**config.mk**
```make
export PLATFORM = sky130hd
export DESIGN_NAME = kbl_link
export DESIGN_NICKNAME = d
export VERILOG_FILES = /design/src/pkg/kbl_pkg.sv /design/src/kbl_link.sv
export SDC_FILE = /design/constraint.sdc
export NUM_CORES = 1
export LEC_CHECK = 0
export BUFFER_PORTS_ARGS = -buffer_cell sky130_fd_sc_hd__buf_2
export CAP_MARGIN = 5
export CORE_ASPECT_RATIO = 0.7
export CORE_MARGIN = 2
export CORE_UTILIZATION = 45
export DETAILED_ROUTE_END_ITERATION = 8
export HOLD_SLACK_MARGIN = 0.02
export PLACE_DENSITY_LB_ADDON = 0.08
export SLEW_MARGIN = 30
export SYNTH_ARGS = -nofsm -noshare
export SYNTH_HDL_FRONTEND = slang
export SYNTH_SLANG_ARGS = --single-unit
```
**constraint.sdc**
```tcl
create_clock -name clk_sys -period 4.7 [get_ports clk_sys]
set_input_delay 0.235 -clock clk_sys [delete_from_list [all_inputs] [get_ports clk_sys]]
set_output_delay 0.235 -clock clk_sys [all_outputs]
set_load 0.03 [all_outputs]
```
**src/pkg/kbl_pkg.sv**
```systemverilog
// Purpose: constants, register map and types of the keyboard link block
// Assumes: 20 MHz system clock, 32-bit Avalon-MM register port
// Notes:   all timing counts are derived here from times in their own unit
`default_nettype none
package kbl_pkg;
    // --------------------------------------------------------------
    // clock and timing
    // --------------------------------------------------------------
    localparam int CLK_PERIOD_NS = 50;
    localparam int INHIBIT_NS = 60000;
    // least time: round up
    localparam int INHIBIT_CYC =
        (INHIBIT_NS + CLK_PERIOD_NS - 1) / CLK_PERIOD_NS;
    localparam int TIMEOUT_US = 2000;
    // longest time: round down
    localparam int TIMEOUT_CYC = (TIMEOUT_US * 1000) / CLK_PERIOD_NS;
    localparam int TMR_W = 16;

    // --------------------------------------------------------------
    // register map (byte addresses)
    // --------------------------------------------------------------
    localparam int ADDR_W = 5;
    localparam logic [4:0] REG_CTRL = 5'h00;
    localparam logic [4:0] REG_TX = 5'h04;
    localparam logic [4:0] REG_RX = 5'h08;
    localparam logic [4:0] REG_STAT = 5'h0c;
    localparam logic [4:0] REG_OPT = 5'h10;

    // status bits; 2..5 are sticky, write one to clear
    localparam int ST_RXV = 0;
    localparam int ST_BUSY = 1;
    localparam int ST_ACK = 2;
    localparam int ST_NACK = 3;
    localparam int ST_PERR = 4;
    localparam int ST_TO = 5;
    localparam int ST_W = 6;

    // --------------------------------------------------------------
    // link modes and command bytes
    // --------------------------------------------------------------
    localparam logic [1:0] MODE_1 = 2'h1;
    localparam logic [1:0] MODE_2 = 2'h2;
    localparam logic [1:0] MODE_3 = 2'h3;
    localparam logic [1:0] MODE_RESET = MODE_2;
    localparam logic [7:0] CMD_LEDS = 8'hed;
    localparam logic [7:0] CMD_SCANSET = 8'hf0;
    localparam logic [7:0] CMD_TYPEMATIC = 8'hf3;
    localparam logic [7:0] CMD_RESEND = 8'hfe;
    localparam logic [2:0] LED_MASK = 3'h7;
    localparam logic [6:0] TYPEMATIC_MASK = 7'h7f;
    localparam logic [6:0] TYPEMATIC_RESET = 7'h00;

    // --------------------------------------------------------------
    // frame positions, counted in falling link-clock edges
    // --------------------------------------------------------------
    localparam logic [3:0] BIT_PAR = 4'h8;
    localparam logic [3:0] BIT_STOP = 4'h9;
    localparam logic [3:0] BIT_ACK = 4'ha;
    localparam logic [3:0] RX_LAST = 4'ha;

    typedef enum logic [4:0] {
        TX_IDLE = 5'h01,
        TX_WAITRX = 5'h02,
        TX_INHIBIT = 5'h04,
        TX_SEND = 5'h08,
        TX_HOLD = 5'h10
    } kbl_tx_state_t;

    typedef struct packed {
        logic read;
        logic write;
        logic [ADDR_W-1:0] address;
        logic [31:0] writedata;
        logic [3:0] byteenable;
    } kbl_avl_req_t;
endpackage
`default_nettype wire

```
**src/kbl_link.sv**
```systemverilog
// Purpose: host-side serial link controller with Avalon-MM registers
// Assumes: keyboard makes every link clock; pins are open drain
// Notes:   one retry after a failed transmit of a REG_TX byte; received errors ask resend in modes 2 and 3 with the transmitter idle
//
// The Avalon-MM slave port and the register addresses were left to the implementer.
`default_nettype none
module kbl_link
    import kbl_pkg::*;
#(
    parameter int TIMEOUT_CYCLES = TIMEOUT_CYC
) (
    input wire logic clk_sys,
    input wire logic reset,
    input wire kbl_pkg::kbl_avl_req_t avl_req,
    output logic [31:0] avl_readdata,
    output logic avl_waitrequest,
    input wire logic kbd_clk_in,
    output logic kbd_clk_out,
    output logic kbd_clk_oe,
    input wire logic kbd_data_in,
    output logic kbd_data_out,
    output logic kbd_data_oe,
    output logic keyboard_irq_line
);
    if (TIMEOUT_CYCLES < 2 || TIMEOUT_CYCLES >= (1 << TMR_W)) begin : g_to_chk
        $error("TIMEOUT_CYCLES out of range");
    end
    if (INHIBIT_CYC >= (1 << TMR_W)) begin : g_inh_chk
        $error("inhibit count too wide");
    end

    localparam logic [TMR_W-1:0] INH_LAST = TMR_W'(INHIBIT_CYC - 1);
    localparam logic [TMR_W-1:0] TO_LAST = TMR_W'(TIMEOUT_CYCLES - 1);

    // --------------------------------------------------------------
    // pin synchronisers and edge detect
    // --------------------------------------------------------------
    logic clk_s1, clk_s2, clk_s3, dat_s1, dat_s2;
    logic fall;

    always_ff @(posedge clk_sys or posedge reset) begin
        if (reset) begin
            clk_s1 <= 1'b1;
            clk_s2 <= 1'b1;
            clk_s3 <= 1'b1;
            dat_s1 <= 1'b1;
            dat_s2 <= 1'b1;
        end else begin
            clk_s1 <= kbd_clk_in;
            clk_s2 <= clk_s1;
            clk_s3 <= clk_s2;
            dat_s1 <= kbd_data_in;
            dat_s2 <= dat_s1;
        end
    end
    assign fall = clk_s3 & ~clk_s2;

    // --------------------------------------------------------------
    // bus slave
    // --------------------------------------------------------------
    logic req, take, take_wr, take_rd;
    logic [1:0] mode;
    logic [2:0] leds;
    logic [6:0] typematic;
    logic [7:0] rx_byte, last_sw;
    logic [ST_W-1:0] stat;
    kbl_tx_state_t tx_state;

    assign req = avl_req.read | avl_req.write;
    assign take = req & ~avl_waitrequest;
    assign take_wr = take & avl_req.write & avl_req.byteenable[0];
    assign take_rd = take & avl_req.read;

    // answer one cycle after the request appears, for one cycle
    always_ff @(posedge clk_sys or posedge reset) begin
        if (reset) begin
            avl_waitrequest <= 1'b1;
            avl_readdata <= 32'h0;
        end else begin
            avl_waitrequest <= ~(req & avl_waitrequest);
            if (avl_req.read && avl_waitrequest) begin
                if (avl_req.address == REG_CTRL) begin
                    avl_readdata <= {30'h0, mode};
                end else if (avl_req.address == REG_RX) begin
                    avl_readdata <= {24'h0, rx_byte};
                end else if (avl_req.address == REG_STAT) begin
                    avl_readdata <= {{(32 - ST_W){1'b0}}, stat};
                end else if (avl_req.address == REG_OPT) begin
                    avl_readdata <= {12'h0, mode, leds, typematic, last_sw};
                end else begin
                    avl_readdata <= 32'h0;
                end
            end
        end
    end

    // --------------------------------------------------------------
    // receive path
    // --------------------------------------------------------------
    logic [3:0] rx_cnt;
    logic [9:0] rx_sh;
    logic [TMR_W-1:0] rx_tmr;
    logic rx_done, rx_perr, rx_to;
    logic rx_en;

    // the receiver only listens while the transmitter leaves the pins alone
    assign rx_en = (tx_state == TX_IDLE) || (tx_state == TX_WAITRX);

    always_ff @(posedge clk_sys or posedge reset) begin
        if (reset) begin
            rx_cnt <= 4'h0;
            rx_sh <= 10'h0;
            rx_tmr <= '0;
            rx_done <= 1'b0;
            rx_perr <= 1'b0;
            rx_to <= 1'b0;
        end else begin
            rx_done <= 1'b0;
            rx_perr <= 1'b0;
            rx_to <= 1'b0;
            if (!rx_en) begin
                rx_cnt <= 4'h0;
                rx_tmr <= '0;
            end else if (fall) begin
                rx_tmr <= '0;
                if (rx_cnt == 4'h0) begin
                    // a high start bit is a glitch, not a frame
                    rx_cnt <= dat_s2 ? 4'h0 : 4'h1;
                end else if (rx_cnt == RX_LAST) begin
                    rx_cnt <= 4'h0;
                    if (^rx_sh[9:1]) begin
                        rx_done <= 1'b1;
                    end else begin
                        rx_perr <= 1'b1;
                    end
                end else begin
                    rx_sh <= {dat_s2, rx_sh[9:1]};
                    rx_cnt <= rx_cnt + 4'h1;
                end
            end else if (rx_cnt != 4'h0) begin
                if (rx_tmr == TO_LAST) begin
                    rx_cnt <= 4'h0;
                    rx_to <= 1'b1;
                end else begin
                    rx_tmr <= rx_tmr + 1'b1;
                end
            end
        end
    end

    // --------------------------------------------------------------
    // transmit path
    // --------------------------------------------------------------
    logic [7:0] tx_byte;
    logic [3:0] tx_cnt;
    logic [TMR_W-1:0] tx_tmr;
    logic tx_pend, tx_retried, tx_ok, tx_bad, tx_to, sw_tx, bidir;

    assign bidir = (mode != MODE_1);
    assign sw_tx = take_wr && avl_req.address == REG_TX && bidir
        && tx_state == TX_IDLE && !tx_pend;

    always_ff @(posedge clk_sys or posedge reset) begin
        if (reset) begin
            tx_state <= TX_IDLE;
            tx_byte <= 8'h0;
            tx_cnt <= 4'h0;
            tx_tmr <= '0;
            tx_pend <= 1'b0;
            tx_retried <= 1'b0;
            tx_ok <= 1'b0;
            tx_bad <= 1'b0;
            tx_to <= 1'b0;
            kbd_clk_oe <= 1'b0;
            kbd_data_oe <= 1'b0;
        end else begin
            tx_ok <= 1'b0;
            tx_bad <= 1'b0;
            tx_to <= 1'b0;
            if (sw_tx) begin
                tx_byte <= avl_req.writedata[7:0];
                tx_pend <= 1'b1;
                tx_retried <= 1'b0;
            end else if (tx_state == TX_IDLE && !tx_pend && bidir
                    && (rx_perr || rx_to)) begin
                tx_byte <= CMD_RESEND;
                tx_pend <= 1'b1;
                tx_retried <= 1'b1;
            end else if (tx_state == TX_IDLE && !tx_pend && bidir
                    && rx_done && rx_sh[8:1] == CMD_RESEND) begin
                tx_pend <= 1'b1; // keyboard asked again
                tx_retried <= 1'b1;
            end
            case (tx_state)
                TX_IDLE: begin
                    if (tx_pend) begin
                        tx_state <= TX_WAITRX;
                    end
                end
                TX_WAITRX: begin
                    if (rx_cnt == 4'h0 && !fall) begin
                        kbd_clk_oe <= 1'b1;
                        tx_tmr <= '0;
                        tx_state <= TX_INHIBIT;
                    end
                end
                TX_INHIBIT: begin
                    if (tx_tmr == INH_LAST) begin
                        kbd_data_oe <= 1'b1;
                        kbd_clk_oe <= 1'b0;
                        tx_cnt <= 4'h0;
                        tx_tmr <= '0;
                        tx_state <= TX_SEND;
                    end else begin
                        tx_tmr <= tx_tmr + 1'b1;
                    end
                end
                TX_SEND: begin
                    if (fall) begin
                        tx_tmr <= '0;
                        tx_cnt <= tx_cnt + 4'h1;
                        if (tx_cnt < BIT_PAR) begin
                            kbd_data_oe <= ~tx_byte[tx_cnt[2:0]];
                        end else if (tx_cnt == BIT_PAR) begin
                            kbd_data_oe <= ^tx_byte;
                        end else if (tx_cnt == BIT_STOP) begin
                            kbd_data_oe <= 1'b0;
                        end else begin
                            // line acknowledge is a low data level
                            tx_ok <= ~dat_s2;
                            tx_bad <= dat_s2;
                            tx_pend <= dat_s2 & ~tx_retried;
                            tx_retried <= 1'b1;
                            kbd_clk_oe <= 1'b1;
                            tx_state <= TX_HOLD;
                        end
                    end else if (tx_tmr == TO_LAST) begin
                        kbd_data_oe <= 1'b0;
                        tx_to <= 1'b1;
                        tx_pend <= ~tx_retried;
                        tx_retried <= 1'b1;
                        tx_state <= TX_IDLE;
                    end else begin
                        tx_tmr <= tx_tmr + 1'b1;
                    end
                end
                TX_HOLD: begin
                    if (tx_tmr == INH_LAST) begin
                        kbd_clk_oe <= 1'b0;
                        tx_state <= TX_IDLE;
                    end else begin
                        tx_tmr <= tx_tmr + 1'b1;
                    end
                end
                default: begin
                    tx_state <= TX_IDLE;
                end
            endcase
            if (tx_state == TX_SEND && (fall && tx_cnt == BIT_ACK
                    || !fall && tx_tmr == TO_LAST) && !tx_retried) begin
                tx_pend <= tx_pend;
            end else if (tx_state == TX_HOLD && tx_tmr == INH_LAST) begin
                tx_pend <= tx_pend;
            end
            if (tx_state == TX_SEND && fall && tx_cnt == BIT_ACK
                    && !dat_s2) begin
                tx_pend <= 1'b0;
            end
        end
    end

    // pins only ever pull low
    always_ff @(posedge clk_sys or posedge reset) begin
        if (reset) begin
            kbd_clk_out <= 1'b0;
            kbd_data_out <= 1'b0;
        end else begin
            kbd_clk_out <= 1'b0;
            kbd_data_out <= 1'b0;
        end
    end

    // --------------------------------------------------------------
    // mode and option byte tracking
    // --------------------------------------------------------------
    logic scan_ok;
    assign scan_ok = avl_req.writedata[7:2] == 6'h0
        && avl_req.writedata[1:0] != 2'h0;

    always_ff @(posedge clk_sys or posedge reset) begin
        if (reset) begin
            mode <= MODE_RESET;
            leds <= 3'h0;
            typematic <= TYPEMATIC_RESET;
            last_sw <= 8'h0;
        end else begin
            if (sw_tx) begin
                last_sw <= avl_req.writedata[7:0];
                if (last_sw == CMD_LEDS) begin
                    leds <= avl_req.writedata[2:0] & LED_MASK;
                end
                if (last_sw == CMD_TYPEMATIC) begin
                    typematic <= avl_req.writedata[6:0]
                        & TYPEMATIC_MASK;
                end
                if (last_sw == CMD_SCANSET && scan_ok) begin
                    mode <= avl_req.writedata[1:0];
                end
            end else if (take_wr && avl_req.address == REG_CTRL
                    && avl_req.writedata[1:0] != 2'h0) begin
                mode <= avl_req.writedata[1:0];
            end
        end
    end

    // --------------------------------------------------------------
    // status, received byte and interrupt line
    // --------------------------------------------------------------
    logic clr_wr, rx_rd;
    assign clr_wr = take_wr && avl_req.address == REG_STAT;
    assign rx_rd = take_rd && avl_req.address == REG_RX;

    always_ff @(posedge clk_sys or posedge reset) begin
        if (reset) begin
            stat <= '0;
            rx_byte <= 8'h0;
            keyboard_irq_line <= 1'b0;
        end else begin
            if (rx_done) begin
                rx_byte <= rx_sh[8:1];
            end
            // a new event beats a clear in the same cycle
            stat[ST_RXV] <= rx_done | (stat[ST_RXV] & ~rx_rd);
            stat[ST_BUSY] <= tx_pend | (tx_state != TX_IDLE);
            stat[ST_ACK] <= tx_ok
                | (stat[ST_ACK] & ~(clr_wr & avl_req.writedata[ST_ACK]));
            stat[ST_NACK] <= tx_bad
                | (stat[ST_NACK] & ~(clr_wr & avl_req.writedata[ST_NACK]));
            stat[ST_PERR] <= rx_perr
                | (stat[ST_PERR] & ~(clr_wr & avl_req.writedata[ST_PERR]));
            stat[ST_TO] <= rx_to | tx_to
                | (stat[ST_TO] & ~(clr_wr & avl_req.writedata[ST_TO]));
            keyboard_irq_line <= rx_done | (stat[ST_RXV] & ~rx_rd);
        end
    end
endmodule
`default_nettype wire

```
==> flow_summary_export.csv <==
group,metric,value,unit
global_route,grt_max_degree,55,
die,num_rows,36,
route,firstDrtPassIters,5,
setup_path,cp.required,5.00,ns
job,maxCapViolations,0,
clock_tree,post_cts_buffers,0,
timing,fmax,360,MHz
timing,rsz0062_at_grt,"no",
die,die_x,148,um
cells_and_area,final_util,53.5,%
placed_design,io_buffers,43,
placed_design,placed_cell_area,0.00691,mm^2
yosys,synth_seq_cells,132,
global_route,grt.total_usage,20.0,%
global_route,antenna_found_initial,0,
route,vias_per_cell,5.51,
clock_tree,cts.reportedPaths.clkPinSlew,0.06,ns
die,die_area,0.0155,mm^2
power,p_per_area,437,mW/mm^2
power,ir_worst_vdd,273,uV
route,wirelength,14800,um
timing,setup_viol,0,
route,wl_per_cell,16.4,um
power,leakage,3.48,nW
die,start_util,46.5,%
clock_tree,cts_buffers,17,
global_route,grt_pass1_vias,4773,
global_route,grt-ovfl-total,0,
cells_and_area,final_cells,906,
cells_and_area,nets,763,
setup_path,crit_path_start_kind,"register",
yosys,yosysTopAreaCell,"dfrtp_1",
placed_design,hpwl,10600,um
placed_design,place_inst,869,
timing,relSlewSlack,48.3,%
route,antenna_left,0,
route,drcViolationCount,0,
clock_tree,cts-root-buf,"clkbuf_16",
run_status,status,"finished clean",
setup_path,critical_path_class,"register to register",
min_path,hp-class,"input pin to register",
yosys,synth_enable_flop_cells,0,
timing,hold_viol,0,
clock_tree,cts.htree.levels,4,
die,die_h,105,um
setup_path,crit_chain,"nor3b_1, nand3_1, nand2b_1, nor2_2, nand4_2, mux2_1",
timing,whs,0.104,ns
timing,drv_slew,0,
yosys,ys_top_cells_by_area,"dfrtp_1 (47%), nand2_1 (5.7%), dfstp_2 (3.2%)",
global_route,grt_first_pass_wirelength,24500,um
route,vias,4989,
yosys,syn_inst,649,
setup_path,cp-end-kind,"register",
timing,worstMarginPinSlew,0.776,ns
power,total_power,3.29,mW
cells_and_area,area_growth,15.1,%
setup_path,crit_slowest_cell,"dfstp_2",
clock_tree,clk_path_buf_depth,2,
yosys,ys_types,70,
timing,final.period_utilization,59.1,%
route,drt_iter0_drc,375,
yosys,avgSynthCellArea,10.1,um^2
placed_design,place_congestion,0.806,
clock_tree,cts_tree,"built",
setup_path,crit_fanout,18,
cells_and_area,n_antenna_cell,0,
timing,fin_skew,0.0150,ns
die,pin_count,85,
placed_design,dp_slack,1.87,ns
yosys,netlist_area,0.00654,mm^2
yosys,synth.top_cell.area_share,47.5,%
cells_and_area,drive_above_1_share,16.9,%
yosys,async_flop_share,100,%
yosys,yosysSeqAreaShare,50.7,%
clock_tree,clk-insertion-delay-late,0.42,ns
clock_tree,cts.sinks,132,
setup_path,critPathMaxStageDelay,0.57,ns
timing,fin_setup_tns,0,ns
timing,layout_setup_ws,1.92,ns
cells_and_area,design_area,0.00752,mm^2
setup_path,cp.arrival,3.07,ns
yosys,synth-warning-count,0,
timing,period_minus_slack,2.78,ns
die,core,0.0141,mm^2
yosys,synthFlopType,"dfrtp_1",
-- layout make-up --
| cell class | count | area [um^2] |
|---|---|---|
| well taps | 190 | 238 |
| multi-input cells | 479 | 3030 |
| flip-flops and latches | 132 | 3310 |
| inverters | 20 | 77.6 |
| clock buffers | 19 | 443 |
| clock inverters | 13 | 124 |
| repair buffers | 53 | 303 |
| fillers | 1277 | 6530 |
-- flip-flops by register name, summed over array words and instances (netlist names), 7 cells and up --
register and flops:
rx_sh 9, tx_byte 8, tx_tmr 16, typematic 7, rx_tmr 16, last_sw 8, avl_readdata 20, rx_byte 8
-- where the power goes --
part           switching, mW  total [mW]  internal, mW
registers             0.0944        1.32          1.22
logic                  0.448       0.697         0.249
clock network          0.524        1.27         0.747
total                   1.07        3.29          2.22
-- per-layer routing --
metal / track usage (%) / wire [um]
met5: 0 / 0
met4: 6.19 / 128
met3: 3.93 / 580
met1: 31.0 / 7820
met2: 28.0 / 6300
-- cell usage in the layout (no fill, tap or decap), drive strengths merged, types with 5 or more instances in the layout --
cell,Yosys,final
dfrtp,124,124
nand2,101,101
nor2,51,51
buf,20,48
o21ai,46,46
mux2,29,29
nand3,24,24
inv,20,23
a21oi,22,22
clkbuf,11,19
xor2,16,16
conb,1,14
nor3,14,14
ha,13,13
nand2b,12,12
xnor2,12,12
nand4,11,11
nor4,9,9
dfstp,8,8
nor2b,7,7
o31ai,7,7
o22a,7,7
and3,6,6
o41ai,6,6
clkinv,0,6
or3,5,5
a31oi,5,5
a21o,5,5
a22o,5,5
dlygate4sd3,0,5
-- cell families after synthesis --
| family | share of synthesized area (%) |
|---|---|
| and+or+nand+nor | 20.7 |
| DFF | 50.7 |
| AOI/OAI and AO/OA | 12.3 |
| buffers and inverters | 4.08 |
| muxes | 5.99 |
| xor gates and xnor gates | 3.75 |
| adders and majority gates | 2.49 |
| other | 0.0574 |
-- worst paths after layout --
kind	start	end	slack (ns)	cells past startpoint
min in group asynchronous	reset	tx_tmr[5]	0.48	3
setup / recovery	tx_state[0]	typematic[0]	1.92	6
hold reg to reg	clk_s1	clk_s2	0.36	0
setup reg to reg	tx_state[0]	typematic[0]	1.92	6
hold / removal	avl_req[6]	last_sw[2]	0.10	3
max in group asynchronous	reset	tx_retried	3.19	4
-- worst max-delay path, delay by kind of cell (launching register included) --
kind	cells	cell delay (ns)
simple gates	5	1.68
flops	1	0.57
mux	1	0.40
-- Yosys cell counts (7+ instances only) --
master    instances
nor4_1            9
mux2_2           12
nand3_1          24
o22a_1            7
buf_4            15
o31ai_1           7
o21ai_0          25
clkbuf_1         11
mux2_1           17
xnor2_1          12
a21oi_1          21
dfstp_2           8
nand4_1          10
xor2_1           16
nor2b_1           7
dfrtp_1         124
inv_1            20
nand2b_1         12
nand2_1         100
ha_1             13
nor2_1           49
o21ai_1          21
nor3_1           11
-- repair_timing --
item                      4_1_cts  5_1_grt
hold endpoints to repair       51        0
resized for setup               0        0
hold buffers                    5        0
Power figures use the tool's default switching activity.
